## src/verilog/timing_loop_defines.svh

```systemverilog
// offsets, field positions, reset values and timing counts of the master configuration bank
`ifndef TIMING_LOOP_DEFINES_SVH
`define TIMING_LOOP_DEFINES_SVH

// =====================================================================
// register offsets
`define MAIN_CFG_ADDR      8'h34
`define AUX_CTRL_ADDR      8'h35
`define CC_CTRL_ADDR       8'h36

// =====================================================================
// main_loop_master_config fields
`define MC_EXT_FSYNC_AUTO_EN_BIT      7
`define MC_TIMEOUT_BIT     6
`define MC_OSCEDGE_BIT     5
`define MC_MANHOLD_BIT     4
`define MC_EXT_FSYNC_EN_BIT       3
`define MC_RATE_BIT        2
`define MC_PRIMARY_BIT     1
`define MC_REVERTIVE_EN_BIT      0
`define MC_RESET           8'hc0

// =====================================================================
// aux_loop_control fields
`define AX_FOLLOW_BIT      7
`define AX_DIGFB_BIT       6
`define AX_UNUSED_BIT      5
`define AX_OUT89_BIT       4
`define AX_FORCE_MSB       3
`define AX_FORCE_LSB       0
`define AX_RESET           8'h40
`define AX_FORCE_AUTO_LO   4'h0
`define AX_FORCE_AUTO_HI   4'hf

// =====================================================================
// composite_receiver_control fields
`define CC_EDGE_BIT        7
`define CC_BIT_ERROR_COUNT_EN_BIT      6
`define CC_AMI_BIT         5
`define CC_LOS_BIT         4
`define CC_IN2FMT_BIT      3
`define CC_IN1FMT_BIT      2
`define CC_RESET           8'h02

// =====================================================================
// timing
`define CLK_HZ             64'd25000000
`define ALARM_TIMEOUT_S    64'd128
`define BUCKET_INTERVAL_MS 64'd128
`define ALARM_TIMEOUT_CYC  (`ALARM_TIMEOUT_S * `CLK_HZ)
`define BUCKET_INT_CYC     ((`BUCKET_INTERVAL_MS * `CLK_HZ) / 64'd1000)
`define CC_BITS_PER_FRAME  3'h7

`endif

```

## src/verilog/timing_loop_pkg.sv

```systemverilog
// types shared by the master configuration bank
package timing_loop_pkg;
  typedef logic [7:0] reg_byte_type;
  typedef logic [3:0] ref_code_type;
  localparam int NUM_INPUTS = 14;
endpackage

```

## src/verilog/timing_loop_master_config.sv

```systemverilog
// master configuration registers of the timing loops and composite receivers
`timescale 1ns/1ps
`include "timing_loop_defines.svh"

// Operation
// auto mode: frame sync used only if enabled and main loop locked to source
// phase alarms stay until software clears, or auto-clear after 128 s timeout
// local oscillator edge select: 0 rising, 1 falling
// manual holdover takes holdover frequency from register value, overriding all else
// frame sync enable makes main loop look at frame sync pin, else ignored
// rate family select: input code 0001 means 2048 khz or 1544 rate
// rate family default is caught from its strap pin at reset
// primary/secondary bit is read-only, shows its pin level
// secondary: input eleven priority 1, acquisition bandwidth, revertive, no build-out
// revertive: higher-priority valid input replaces selected reference immediately
// secondary mode: revertive bit stored on write, reads back as one
// aux loop follows main loop output when set, else independent
// aux loop feedback: 0 analog, 1 digital; resets to 1
// outputs eight and nine driven by aux loop (0) or main loop (1)
// aux force codes 1..14 force that input; 0 and 15 automatic
// forced aux input declared invalid: aux loop must not switch away
// composite edge: 0 pulse after violation, 1 violation itself
// bit errors count as irregularity; bucket bumps once per 128 ms interval
// invalidate composite input on bad violation pattern two frames running
// invalidate composite input on two consecutive zero bits
// input two format: 0 composite on alternate pin, 1 logic on normal pin
// input one format: 0 composite on alternate pin, 1 logic on normal pin
// unused aux control bit five reads zero and ignores writes
module timing_loop_master_config
  import timing_loop_pkg::*;
#(
  parameter logic [31:0] ALARM_TIMEOUT_CYC = 32'(`ALARM_TIMEOUT_CYC),
  parameter logic [31:0] BUCKET_INT_CYC    = 32'(`BUCKET_INT_CYC),
  parameter int          NUM_REFS          = NUM_INPUTS
) (
  input  wire logic            mclk_i,
  input  wire logic            nrst_i,
  input  wire logic [7:0]      reg_addr_i,
  input  wire logic            reg_wr_i,
  input  wire logic            reg_rd_i,
  input  wire logic [7:0]      reg_wdata_i,
  output reg_byte_type         reg_rdata_o,
  input  wire logic            primary_pin_i,
  input  wire logic            rate_strap_pin_i,
  input  wire logic            frame_sync_pin_i,
  input  wire logic            local_osc_in_i,
  input  wire logic            main_locked_i,
  input  wire ref_code_type    main_lock_src_i,
  input  wire ref_code_type    fsync_source_i,
  input  wire logic [13:0]     phase_alarm_set_i,
  input  wire logic [13:0]     phase_alarm_clr_i,
  input  wire logic [13:0]     ref_valid_i,
  input  wire logic [1:0]      cc_bit_stb_i,
  input  wire logic [1:0]      cc_mark_i,
  input  wire logic [1:0]      cc_bpv_i,
  output logic                 fsync_used_o,
  output logic                 fsync_pulse_o,
  output logic [13:0]          phase_alarm_o,
  output logic                 local_osc_edge_o,
  output logic                 holdover_manual_o,
  output logic                 rate_1544_o,
  output logic                 input_eleven_prio1_o,
  output logic                 acq_bw_forced_o,
  output logic                 revertive_eff_o,
  output logic                 pbo_disable_o,
  output logic                 aux_follows_main_o,
  output logic                 aux_digital_fb_o,
  output logic                 out8_9_from_main_o,
  output ref_code_type         aux_forced_ref_o,
  output logic                 aux_switch_inhibit_o,
  output logic [1:0]           cc_timing_pulse_o,
  output logic [1:0]           cc_bucket_inc_o,
  output logic [1:0]           cc_invalid_o,
  output logic                 in1_cmos_o,
  output logic                 in2_cmos_o
);
  initial begin
    if (NUM_REFS != 14) $error("NUM_REFS must be 14");
    if (ALARM_TIMEOUT_CYC < 32'd2) $error("alarm timeout too short");
  end

  // =====================================================================
  // pin synchronisers
  localparam int NPIN = 10;
  logic [NPIN-1:0] pin_meta_ff;
  logic [NPIN-1:0] pin_sync_ff;
  logic [NPIN-1:0] pin_raw;
  logic            primary_s;
  logic            strap_s;
  logic            fsync_s;
  logic            osc_s;
  logic [1:0]      stb_s;
  logic [1:0]      mark_s;
  logic [1:0]      bpv_s;

  assign pin_raw = {cc_bpv_i, cc_mark_i, cc_bit_stb_i, local_osc_in_i,
                    frame_sync_pin_i, rate_strap_pin_i, primary_pin_i};
  assign primary_s = pin_sync_ff[0];
  assign strap_s   = pin_sync_ff[1];
  assign fsync_s   = pin_sync_ff[2];
  assign osc_s     = pin_sync_ff[3];
  assign stb_s     = pin_sync_ff[5:4];
  assign mark_s    = pin_sync_ff[7:6];
  assign bpv_s     = pin_sync_ff[9:8];

  always_ff @(posedge mclk_i or negedge nrst_i) begin
    if (!nrst_i) begin
      pin_meta_ff <= '0;
      pin_sync_ff <= '0;
    end else begin
      pin_meta_ff <= pin_raw;
      pin_sync_ff <= pin_meta_ff;
    end
  end

  // =====================================================================
  // register storage
  reg_byte_type main_cfg_ff;
  reg_byte_type aux_ctrl_ff;
  reg_byte_type cc_ctrl_ff;
  logic [1:0]   strap_wait_ff;
  logic         strap_done_ff;
  logic         wr_main;
  logic         wr_aux;
  logic         wr_cc;
  logic         secondary;

  assign wr_main   = reg_wr_i && (reg_addr_i == `MAIN_CFG_ADDR);
  assign wr_aux    = reg_wr_i && (reg_addr_i == `AUX_CTRL_ADDR);
  assign wr_cc     = reg_wr_i && (reg_addr_i == `CC_CTRL_ADDR);
  assign secondary = !primary_s;

  // strap is caught once the synchroniser has settled after release
  always_ff @(posedge mclk_i or negedge nrst_i) begin
    if (!nrst_i) begin
      strap_wait_ff <= 2'h0;
      strap_done_ff <= 1'b0;
    end else if (!strap_done_ff) begin
      strap_wait_ff <= strap_wait_ff + 2'h1;
      strap_done_ff <= (strap_wait_ff == 2'h2);
    end
  end

  always_ff @(posedge mclk_i or negedge nrst_i) begin
    if (!nrst_i) begin
      main_cfg_ff <= `MC_RESET;
    end else if (wr_main) begin
      main_cfg_ff <= reg_wdata_i & ~(8'h1 << `MC_PRIMARY_BIT);
    end else if (!strap_done_ff && (strap_wait_ff == 2'h2)) begin
      main_cfg_ff[`MC_RATE_BIT] <= strap_s;
    end
  end

  always_ff @(posedge mclk_i or negedge nrst_i) begin
    if (!nrst_i) begin
      aux_ctrl_ff <= `AX_RESET;
    end else if (wr_aux) begin
      aux_ctrl_ff <= reg_wdata_i & ~(8'h1 << `AX_UNUSED_BIT);
    end
  end

  always_ff @(posedge mclk_i or negedge nrst_i) begin
    if (!nrst_i) begin
      cc_ctrl_ff <= `CC_RESET;
    end else if (wr_cc) begin
      cc_ctrl_ff <= reg_wdata_i;
    end
  end

  // =====================================================================
  // read port
  reg_byte_type main_rd;

  always_comb begin
    main_rd = main_cfg_ff;
    main_rd[`MC_PRIMARY_BIT] = primary_s;
    main_rd[`MC_REVERTIVE_EN_BIT]  = main_cfg_ff[`MC_REVERTIVE_EN_BIT] || secondary;
  end

  always_ff @(posedge mclk_i or negedge nrst_i) begin
    if (!nrst_i) begin
      reg_rdata_o <= 8'h00;
    end else if (reg_rd_i) begin
      case (reg_addr_i)
        `MAIN_CFG_ADDR: reg_rdata_o <= main_rd;
        `AUX_CTRL_ADDR: reg_rdata_o <= aux_ctrl_ff;
        `CC_CTRL_ADDR:  reg_rdata_o <= cc_ctrl_ff;
        default:        reg_rdata_o <= 8'h00;
      endcase
    end
  end

  // =====================================================================
  // frame sync gating
  logic fsync_prev_ff;
  logic fsync_use;

  assign fsync_use = main_cfg_ff[`MC_EXT_FSYNC_EN_BIT] &&
                     (!main_cfg_ff[`MC_EXT_FSYNC_AUTO_EN_BIT] ||
                      (main_locked_i && (main_lock_src_i == fsync_source_i)));

  always_ff @(posedge mclk_i or negedge nrst_i) begin
    if (!nrst_i) begin
      fsync_prev_ff <= 1'b0;
      fsync_used_o  <= 1'b0;
      fsync_pulse_o <= 1'b0;
    end else begin
      fsync_prev_ff <= fsync_s;
      fsync_used_o  <= fsync_use;
      fsync_pulse_o <= fsync_use && fsync_s && !fsync_prev_ff;
    end
  end

  // =====================================================================
  // local oscillator edge
  logic osc_prev_ff;

  always_ff @(posedge mclk_i or negedge nrst_i) begin
    if (!nrst_i) begin
      osc_prev_ff      <= 1'b0;
      local_osc_edge_o <= 1'b0;
    end else begin
      osc_prev_ff      <= osc_s;
      local_osc_edge_o <= main_cfg_ff[`MC_OSCEDGE_BIT] ?
                          (osc_prev_ff && !osc_s) : (!osc_prev_ff && osc_s);
    end
  end

  // =====================================================================
  // phase alarms with optional timeout
  logic timeout_en;

  assign timeout_en = main_cfg_ff[`MC_TIMEOUT_BIT];

  genvar gi;
  generate
    for (gi = 0; gi < 14; gi++) begin : g_alarm
      logic [31:0] age_ff;
      logic        expired;

      assign expired = timeout_en && (age_ff == ALARM_TIMEOUT_CYC - 32'd1);

      always_ff @(posedge mclk_i or negedge nrst_i) begin
        if (!nrst_i) begin
          age_ff            <= 32'h0;
          phase_alarm_o[gi] <= 1'b0;
        end else if (phase_alarm_set_i[gi]) begin
          age_ff            <= 32'h0;
          phase_alarm_o[gi] <= 1'b1;
        end else if (phase_alarm_clr_i[gi] || expired) begin
          age_ff            <= 32'h0;
          phase_alarm_o[gi] <= 1'b0;
        end else if (phase_alarm_o[gi] && timeout_en) begin
          age_ff            <= age_ff + 32'h1;
        end else begin
          age_ff            <= 32'h0;
        end
      end
    end
  endgenerate

  // =====================================================================
  // main loop controls
  always_ff @(posedge mclk_i or negedge nrst_i) begin
    if (!nrst_i) begin
      holdover_manual_o    <= 1'b0;
      rate_1544_o          <= 1'b0;
      input_eleven_prio1_o <= 1'b0;
      acq_bw_forced_o      <= 1'b0;
      revertive_eff_o      <= 1'b0;
      pbo_disable_o        <= 1'b0;
    end else begin
      holdover_manual_o    <= main_cfg_ff[`MC_MANHOLD_BIT];
      rate_1544_o          <= main_cfg_ff[`MC_RATE_BIT];
      input_eleven_prio1_o <= secondary;
      acq_bw_forced_o      <= secondary;
      pbo_disable_o        <= secondary;
      revertive_eff_o      <= main_cfg_ff[`MC_REVERTIVE_EN_BIT] || secondary;
    end
  end

  // =====================================================================
  // aux loop controls
  ref_code_type force_code;
  logic         force_active;
  logic [3:0]   force_idx;

  assign force_code   = aux_ctrl_ff[`AX_FORCE_MSB:`AX_FORCE_LSB];
  assign force_active = (force_code != `AX_FORCE_AUTO_LO) &&
                        (force_code != `AX_FORCE_AUTO_HI);
  assign force_idx    = force_code - 4'h1;

  always_ff @(posedge mclk_i or negedge nrst_i) begin
    if (!nrst_i) begin
      aux_follows_main_o   <= 1'b0;
      aux_digital_fb_o     <= 1'b1;
      out8_9_from_main_o   <= 1'b0;
      aux_forced_ref_o     <= 4'h0;
      aux_switch_inhibit_o <= 1'b0;
    end else begin
      aux_follows_main_o   <= aux_ctrl_ff[`AX_FOLLOW_BIT];
      aux_digital_fb_o     <= aux_ctrl_ff[`AX_DIGFB_BIT];
      out8_9_from_main_o   <= aux_ctrl_ff[`AX_OUT89_BIT];
      aux_forced_ref_o     <= force_active ? force_code : 4'h0;
      aux_switch_inhibit_o <= force_active && !ref_valid_i[force_idx];
    end
  end

  // =====================================================================
  // composite receivers
  logic [1:0] cmos_fmt;

  assign cmos_fmt = {cc_ctrl_ff[`CC_IN2FMT_BIT], cc_ctrl_ff[`CC_IN1FMT_BIT]};

  always_ff @(posedge mclk_i or negedge nrst_i) begin
    if (!nrst_i) begin
      in1_cmos_o <= 1'b0;
      in2_cmos_o <= 1'b0;
    end else begin
      in1_cmos_o <= cmos_fmt[0];
      in2_cmos_o <= cmos_fmt[1];
    end
  end

  generate
    for (gi = 0; gi < 2; gi++) begin : g_cc
      composite_rx_monitor #(
        .INTERVAL_CYC (BUCKET_INT_CYC)
      ) u_mon (
        .mclk_i           (mclk_i),
        .nrst_i           (nrst_i),
        .bit_stb_i        (stb_s[gi]),
        .mark_i           (mark_s[gi]),
        .bpv_i            (bpv_s[gi]),
        .composite_mode_i (!cmos_fmt[gi]),
        .edge_sel_i       (cc_ctrl_ff[`CC_EDGE_BIT]),
        .bit_error_count_en_en_i      (cc_ctrl_ff[`CC_BIT_ERROR_COUNT_EN_BIT]),
        .ami_inv_en_i     (cc_ctrl_ff[`CC_AMI_BIT]),
        .los_inv_en_i     (cc_ctrl_ff[`CC_LOS_BIT]),
        .timing_pulse_o   (cc_timing_pulse_o[gi]),
        .bucket_inc_o     (cc_bucket_inc_o[gi]),
        .invalid_o        (cc_invalid_o[gi])
      );
    end
  endgenerate
endmodule // timing_loop_master_config

```

## src/verilog/composite_rx_monitor.sv

```systemverilog
// bipolar composite clock pattern monitor for one composite input
`timescale 1ns/1ps
`include "timing_loop_defines.svh"

module composite_rx_monitor #(
  parameter logic [31:0] INTERVAL_CYC = 32'(`BUCKET_INT_CYC)
) (
  input  wire logic mclk_i,
  input  wire logic nrst_i,
  input  wire logic bit_stb_i,
  input  wire logic mark_i,
  input  wire logic bpv_i,
  input  wire logic composite_mode_i,
  input  wire logic edge_sel_i,
  input  wire logic bit_error_count_en_en_i,
  input  wire logic ami_inv_en_i,
  input  wire logic los_inv_en_i,
  output logic      timing_pulse_o,
  output logic      bucket_inc_o,
  output logic      invalid_o
);
  initial begin
    if (INTERVAL_CYC < 32'd2) $error("interval too short");
  end

  logic [2:0]  bit_cnt_ff;
  logic [3:0]  bpv_cnt_ff;
  logic        err_prev_ff;
  logic        zero_prev_ff;
  logic        bpv_prev_ff;
  logic        irr_ff;
  logic [31:0] int_cnt_ff;
  logic        frame_end;
  logic        frame_err;
  logic        int_end;

  assign frame_end = bit_stb_i && (bit_cnt_ff == `CC_BITS_PER_FRAME);
  assign frame_err = frame_end && ((bpv_cnt_ff + 4'(bpv_i)) != 4'h1);
  assign int_end   = (int_cnt_ff == INTERVAL_CYC - 32'd1);

  // =====================================================================
  // bit and violation counting over 8-bit frames
  always_ff @(posedge mclk_i or negedge nrst_i) begin
    if (!nrst_i) begin
      bit_cnt_ff   <= 3'h0;
      bpv_cnt_ff   <= 4'h0;
      err_prev_ff  <= 1'b0;
      zero_prev_ff <= 1'b0;
      bpv_prev_ff  <= 1'b0;
    end else if (bit_stb_i) begin
      bit_cnt_ff   <= bit_cnt_ff + 3'h1;
      bpv_cnt_ff   <= frame_end ? 4'h0 : bpv_cnt_ff + 4'(bpv_i);
      zero_prev_ff <= !mark_i;
      bpv_prev_ff  <= bpv_i;
      if (frame_end) begin
        err_prev_ff <= frame_err;
      end
    end
  end

  // =====================================================================
  // 8 khz timing edge
  always_ff @(posedge mclk_i or negedge nrst_i) begin
    if (!nrst_i) begin
      timing_pulse_o <= 1'b0;
    end else begin
      timing_pulse_o <= composite_mode_i && bit_stb_i && mark_i &&
                        (edge_sel_i ? bpv_i : bpv_prev_ff);
    end
  end

  // =====================================================================
  // irregularity flag and leaky bucket interval
  always_ff @(posedge mclk_i or negedge nrst_i) begin
    if (!nrst_i) begin
      int_cnt_ff   <= 32'h0;
      irr_ff       <= 1'b0;
      bucket_inc_o <= 1'b0;
    end else begin
      int_cnt_ff   <= int_end ? 32'h0 : int_cnt_ff + 32'h1;
      bucket_inc_o <= int_end && (irr_ff || (frame_err && bit_error_count_en_en_i));
      if (int_end) begin
        irr_ff <= 1'b0;
      end else if (frame_err && bit_error_count_en_en_i && composite_mode_i) begin
        irr_ff <= 1'b1;
      end
    end
  end

  // =====================================================================
  // invalidation
  always_ff @(posedge mclk_i or negedge nrst_i) begin
    if (!nrst_i) begin
      invalid_o <= 1'b0;
    end else if (!composite_mode_i) begin
      invalid_o <= 1'b0;
    end else if (ami_inv_en_i && frame_err && err_prev_ff) begin
      invalid_o <= 1'b1;
    end else if (los_inv_en_i && bit_stb_i && !mark_i && zero_prev_ff) begin
      invalid_o <= 1'b1;
    end else if (frame_end && !frame_err) begin
      invalid_o <= 1'b0;
    end
  end
endmodule // composite_rx_monitor

```

## config.mk

```make
export PLATFORM = sky130hd
export DESIGN_NAME = timing_loop_master_config
export DESIGN_NICKNAME = d
export VERILOG_FILES = /design/src/verilog/timing_loop_pkg.sv /design/src/verilog/timing_loop_master_config.sv /design/src/verilog/composite_rx_monitor.sv
export VERILOG_INCLUDE_DIRS = /design/src /design/src/verilog
export SDC_FILE = /design/constraint.sdc
export NUM_CORES = 1
export LEC_CHECK = 0
export CAP_MARGIN = 20
export CELL_PAD_IN_SITES_DETAIL_PLACEMENT = 0
export CELL_PAD_IN_SITES_GLOBAL_PLACEMENT = 1
export CORE_ASPECT_RATIO = 2
export CORE_MARGIN = 10
export CORE_UTILIZATION = 45
export CTS_CLUSTER_DIAMETER = 100
export DETAILED_ROUTE_END_ITERATION = 8
export DONT_BUFFER_PORTS = 1
export GPL_TIMING_DRIVEN = 0
export HOLD_SLACK_MARGIN = 0.15
export PLACE_DENSITY_LB_ADDON = 0.1
export SETUP_SLACK_MARGIN = 0.02
export SLEW_MARGIN = 30
export SYNTH_ARGS = -nofsm -noshare
export SYNTH_HDL_FRONTEND = slang
export SYNTH_SLANG_ARGS = --single-unit
```

## constraint.sdc

```tcl
create_clock -name mclk_i -period 2.5 [get_ports mclk_i]
set_input_delay 0.25 -clock mclk_i [delete_from_list [all_inputs] [get_ports mclk_i]]
set_output_delay 0.25 -clock mclk_i [all_outputs]
set_load 0.05 [all_outputs]
```

### Word level (Yosys, flattened, before mapping)

Index checks and enable logic that the tools add are counted.

* register bits: 626
* input port bits: 81
* output and inout port bits: 47
* logic and storage cells: 339

* $add $sub $neg: 22
* $lt $le $gt $ge: 1
* equality and inequality tests: 26
* multiplexer cells: 96
* reductions and logical operators: 121

Operators by type and width (count)
* 2-to-1 mux 32 bit: 44
* adder 32 x 1 -> 32 bit, second input constant: 16
* == test 32 bit, second input constant: 14
* logical AND 1 bit: 68
* == test 32 x 22 -> 1 bit, second input constant: 2
* 2-to-1 mux 1 bit: 47
* nonzero test 2 bit: 17
* == test 8 x 6 -> 1 bit, second input constant: 3
* case mux 8 bit (3 select lines): 1
* logical OR 1 bit: 18
* zero test 1 bit: 13
* 2-to-1 mux 4 bit: 3
* nonzero test 4 bit: 3
* adder 4 x 1 -> 4 bit: 2
* inequality test 4 x 1 -> 1 bit, second input constant: 2
* adder 3 x 1 -> 3 bit, second input constant: 2
* == test 3 bit, second input constant: 2
* less-than comparator 4 x 5 -> 1 bit, second input constant: 1
* binary-select mux 1 bit (select 4 bit): 1
* == test 4 bit: 1
* inequality test 4 bit, second input constant: 1
* AND reduction 2 bit: 2
* subtractor 4 x 1 -> 4 bit, second input constant: 1
* adder 2 x 1 -> 2 bit, second input constant: 1
* == test 2 bit, second input constant: 1

### Depth between registers and ports, before layout

* depth after elaboration: 9
* depth in mapped cells: 9
* gate-level depth less buffers: 7

### By module

A second synthesis with hierarchy kept.

* cells, all modules: 3000
* area, all modules: 30252.8 um^2

By module, submodules not included
* timing_loop_master_config: times used 1, cells each 2556, area an instance 25648.3 um^2, seq. area each 13369.1 um^2
* composite_rx_monitor: times used 2, cells each 222, area an instance 2302.2 um^2, seq. area each 1151.1 um^2

### Worst setup path before layout

OpenSTA, ideal clock, no wires.

* path type: register to register
* start point: reg g_alarm[6].age_ff[0]
* end point: reg g_alarm[6].age_ff[13]
* setup time: 0.071 ns
* arrival: 2.155 ns
* required time: 2.429 ns
* slack: 0.273 ns
* cell stages (with the launch flop): 10
* path buffers: 3
* clock period less this slack: 2.227 ns
* cell sequence: dfrtp_1 > ha_1 > and4_1 > clkbuf_1 > nand4_1 > nor4_1 > or4b_1 > clkbuf_1 > buf_2 > nor2_1

* longest elaborated chain between the ends: 5
* elaborated cells on any way between the ends: 7
* classes of those cells: add/sub: 1; eq/ne: 1; mux: 3; reduce/logical: 2

Ends and longest elaborated chain
* start, declared: line timing_loop_master_config.sv:238 `logic [31:0] age_ff;`
* start signal, assigned: line timing_loop_master_config.sv:254 `age_ff <= age_ff + 32'h1;`
* branches (longest 3 deep; another with adder 32 x 1 -> 32 bit)
* 2-to-1 mux 32 bit *: line timing_loop_master_config.sv:250 `end else if (phase_alarm_clr_i[gi] || expired) begin`
* 2-to-1 mux 32 bit *: line timing_loop_master_config.sv:247 `end else if (phase_alarm_set_i[gi]) begin`

Mark *: on every way between the ends.
A chain may end at the register's enable or synchronous reset.

### Worst setup path in the final report

* start point: reg main_cfg_ff[6]
* end point: reg phase_alarm_o[11]

* longest elaborated chain between the ends: 3

Ends and longest elaborated chain
* start, declared: line timing_loop_master_config.sv:118 `reg_byte_type main_cfg_ff;`
* start signal, assigned: line timing_loop_master_config.sv:146 `` main_cfg_ff <= `MC_RESET; ``
* start signal, assigned: line timing_loop_master_config.sv:148 `` main_cfg_ff <= reg_wdata_i & ~(8'h1 << `MC_PRIMARY_BIT); ``
* start signal, assigned by index: line timing_loop_master_config.sv:150 `` main_cfg_ff[`MC_RATE_BIT] <= strap_s; ``
* logical AND 1 bit: line timing_loop_master_config.sv:241 `assign expired = timeout_en && (age_ff == ALARM_TIMEOUT_CYC - 32'd1);`
* logical OR 1 bit: line timing_loop_master_config.sv:250
* nonzero test 2 bit (no line)
* end signal, assigned by index: line timing_loop_master_config.sv:246 `phase_alarm_o[gi] <= 1'b0;`
* end signal, assigned by index: line timing_loop_master_config.sv:249 `phase_alarm_o[gi] <= 1'b1;`
* end signal, assigned by index: line timing_loop_master_config.sv:252 `phase_alarm_o[gi] <= 1'b0;`
* end, declared: line timing_loop_master_config.sv:58 `output logic [13:0] phase_alarm_o,`

No other way between the ends.

==> metrics.txt <==
crit path DAT=2890 ps; final critical-path required period=2379 ps; die outline area=77430 µm²; Slew HR=-1.065; worst vdd ir=566.1 µV; most frequent cell after synthesis=sky130_fd_sc_hd__dfrtp_1; count of warnings emitted by yosys=0; Total Wirelength=69480 µm; class of the most critical hold timing path=in -> async; critical path launch point type=flop; Vias=21610; Async S/R FF share, synth=1.000; result of the run=finished, violations left; Seq/Total Area, Yosys=0.5267; filler cell count=5943; routability cong.=0.8148; main flop type after synthesis=sky130_fd_sc_hd__dfrtp_1; via count of the first global-routing pass=22880; Final Hold Slack=-683.3 ps; max-cap check violation count=0; total number of nets in the final design=3213; number of placement rows=133; top cells by instance count after synthesis=sky130_fd_sc_hd__dfrtp_1 (621), sky130_fd_sc_hd__nor2_1 (553), sky130_fd_sc_hd__xor2_1 (251); chip height=383.7 µm; critical setup path kind=reg -> reg; Worst Reg-to-Reg Cells=7; H-tree levels=2; TritonCTS clock tree=done; data required time of the worst path=3010 ps; DR vias/cell=5.360; setup skew after layout=20.63 ps; post-synthesis sequential element count=626; R2R Setup Slk=120 ps; Clk pin slew, worst setup/hold paths=70 ps; final cycle utilization of the critical path=0.9517; synth top area cells=sky130_fd_sc_hd__dfrtp_1 (52%), sky130_fd_sc_hd__xor2_1 (7.4%), sky130_fd_sc_hd__nor2_1 (7.0%), sky130_fd_sc_hd__xnor2_1 (6.5%), sky130_fd_sc_hd__nand3_1 (3.4%); portion of synthesized cell area occupied by the leading cell type=0.5223; Remaining Overflow, GRT=0; CTS Root Buffer Type=sky130_fd_sc_hd__clkbuf_16; final non-filler cell total=4031; detailed-router iteration count before antenna repair=5; Final Hold Violating Endpoints=411; post-placement setup slack=-1148 ps; cell type with the largest total area after synthesis=sky130_fd_sc_hd__dfrtp_1; post-synthesis cell area=29750 µm²; number of cells produced by synthesis=2954; count of pins on the block boundary=128; sort of element at the end of the critical path=flop; CTS Sinks=626; DRC violation count after routing=0; core area=65730 µm²; Max FO, Critical Path=5; global-route wire length before repair=116000 µm; count of cell types in the netlist=62; achievable clock frequency=420.3 MHz; RSZ-0062 raised after global routing=yes; violations in the final reports=negative hold slack, max-slew violations; PD cells=624.2 nW/µm²; die width=201.8 µm; 1st-iter DRT viols=1098; # setup viols final=0; Routed Antenna Nets=0; buffers from clock root to sink, at most=3; share of layout cells above drive strength 1=0.09705; Tightest Pin Transition=3098 ps; Routed WL per cell=17.24 µm; endpoint of the worst-slack reg-to-reg timing path=phase_alarm_o[11]; Clock Latency Late Sink=630 ps; CTS Buf Count=60; mean instance size in the synthesized netlist=10.07 µm²; post-DP HPWL=47120 µm; min setup slack post-route=120.8 ps; relative area change from synthesis to final layout=15.76%; maximum number of pins on one net before global-route repair=627; starting density of the core=0.4527; number of enable-type register cells in the synthesized netlist=0; antenna violations before repair=1; post-synthesis net count=3063; Crit Reg-Reg Startpoint=main_cfg_ff[6]; placed cell count=3831; leak pwr=13.77 nW; overall track demand over capacity in global routing=0.1788; count of input and output buffers=0; number of slew-limit violations in the final report=410
how the worst max path moves through the flow:
| stage | startpoint | endpoint | slack (ps) | cells after the start |
|---|---|---|---|---|
| 5_1_grt | main_cfg_ff[6] | g_alarm[2].age_ff[21] | -2 | 7 |
| 4_1_cts | main_cfg_ff[6] | g_alarm[0].age_ff[10] | 8 | 7 |
| 6_report | main_cfg_ff[6] | phase_alarm_o[11] | 120 | 7 |
| 3_3_place_gp | main_cfg_ff[6] | g_alarm[5].age_ff[4] | -1960 | 7 |
| 3_5_place_dp | g_alarm[6].age_ff[0] | g_alarm[6].age_ff[16] | -1150 | 9 |
| 2_1_floorplan | g_alarm[6].age_ff[0] | g_alarm[6].age_ff[13] | 270 | 9 |
metrics by stage:
stage	TNS [ps]	cell area (µm²)	total power [W]	util	hold WS, ps
floorplan	0	29750	0.01132	-	-45.59
global placement	-661740	30850	0.01149	0.4694	-16.72
detailed placement	-256380	30890	0.01152	0.4699	-16.17
CTS	0	34070	0.02183	0.5183	-708.5
global route	-3.922	34440	0.02231	0.5240	-719.2
finish	0	34440	0.02150	0.5240	-683.3
flip-flops by register name (all words and copies together) (netlist names), 4 cells and up:
signal / count
g_alarm.age_ff: 448
g_cc.u_mon.int_cnt_ff: 64
phase_alarm_o: 14
pin_meta_ff: 10
pin_sync_ff: 10
cc_ctrl_ff: 8
g_cc.u_mon.bpv_cnt_ff: 8
reg_rdata_o: 8
aux_ctrl_ff: 7
main_cfg_ff: 7
g_cc.u_mon.bit_cnt_ff: 6
aux_forced_ref_o: 4
critical path, stage by stage (launching register included):
cell and delay [ps]:
sky130_fd_sc_hd__dfstp_2 670, sky130_fd_sc_hd__clkbuf_16 230, sky130_fd_sc_hd__buf_4 120, sky130_fd_sc_hd__nor4bb_1 200, sky130_fd_sc_hd__nand4_1 170, sky130_fd_sc_hd__o31ai_2 240
sky130_fd_sc_hd__nand2b_1 70, sky130_fd_sc_hd__dlygate4sd3_1 550
area by class of cell:
cell class                 instances  area [µm²]  area share
clock inverter                    29       407.9     0.01184
clock buffer                      82        1765     0.05126
buffer                            90       564.3     0.01638
sequential                       626       15670      0.4550
tap                              877        1097     0.03186
timing repair buffer              96       944.7     0.02743
multi-input combinational       2166       13750      0.3992
inverter                          64       240.2    0.006975
antenna                            1       2.502  0.00007265
power breakdown:
group	switching, W	internal (W)	leakage [nW]	total [W]
Combinational	0.000408	0.000418	4.18	0.000827
Sequential	0.000279	0.0104	8.53	0.0106
Clock	0.00409	0.00595	1.07	0.0100
layer usage:
metal	global-route usage	part of all wire	wire [µm]
met5	0	0	0
met2	0.3475	0.56	38720
met4	0.06581	0.033	2322
met3	0.02279	0.026	1836
met1	0.1912	0.38	26600
layout by cell type (no fill, tap or decap), drive strengths merged, types with 75 or more instances in the layout:
master,Yosys,final
dfrtp,621,621
nor2,553,553
xor2,251,251
xnor2,221,221
nand3,206,206
nand2,166,166
nand4,155,155
clkbuf,62,137
nor4,91,91
and3,83,83
dlygate4sd3,0,75
repair_timing:
action / in CTS / in global routing
gates cloned: 1 / 1
hold buffers: 74 / 1
resized for setup: 58 / 60
pin swaps: 6 / 9
setup buffers: 6 / 13
endpoints found under the hold margin: 973 / 628
setup endpoints to repair: 464 / 417
kinds of logic after synthesis:
logic type | synth area share
buf+inv | 0.02275
fa+ha+maj | 0.01177
flops | 0.5267
mux | 0.01800
compound gates | 0.02023
simple gates | 0.2616
xor+xnor | 0.1389
(Power assumes the default switching activity.)
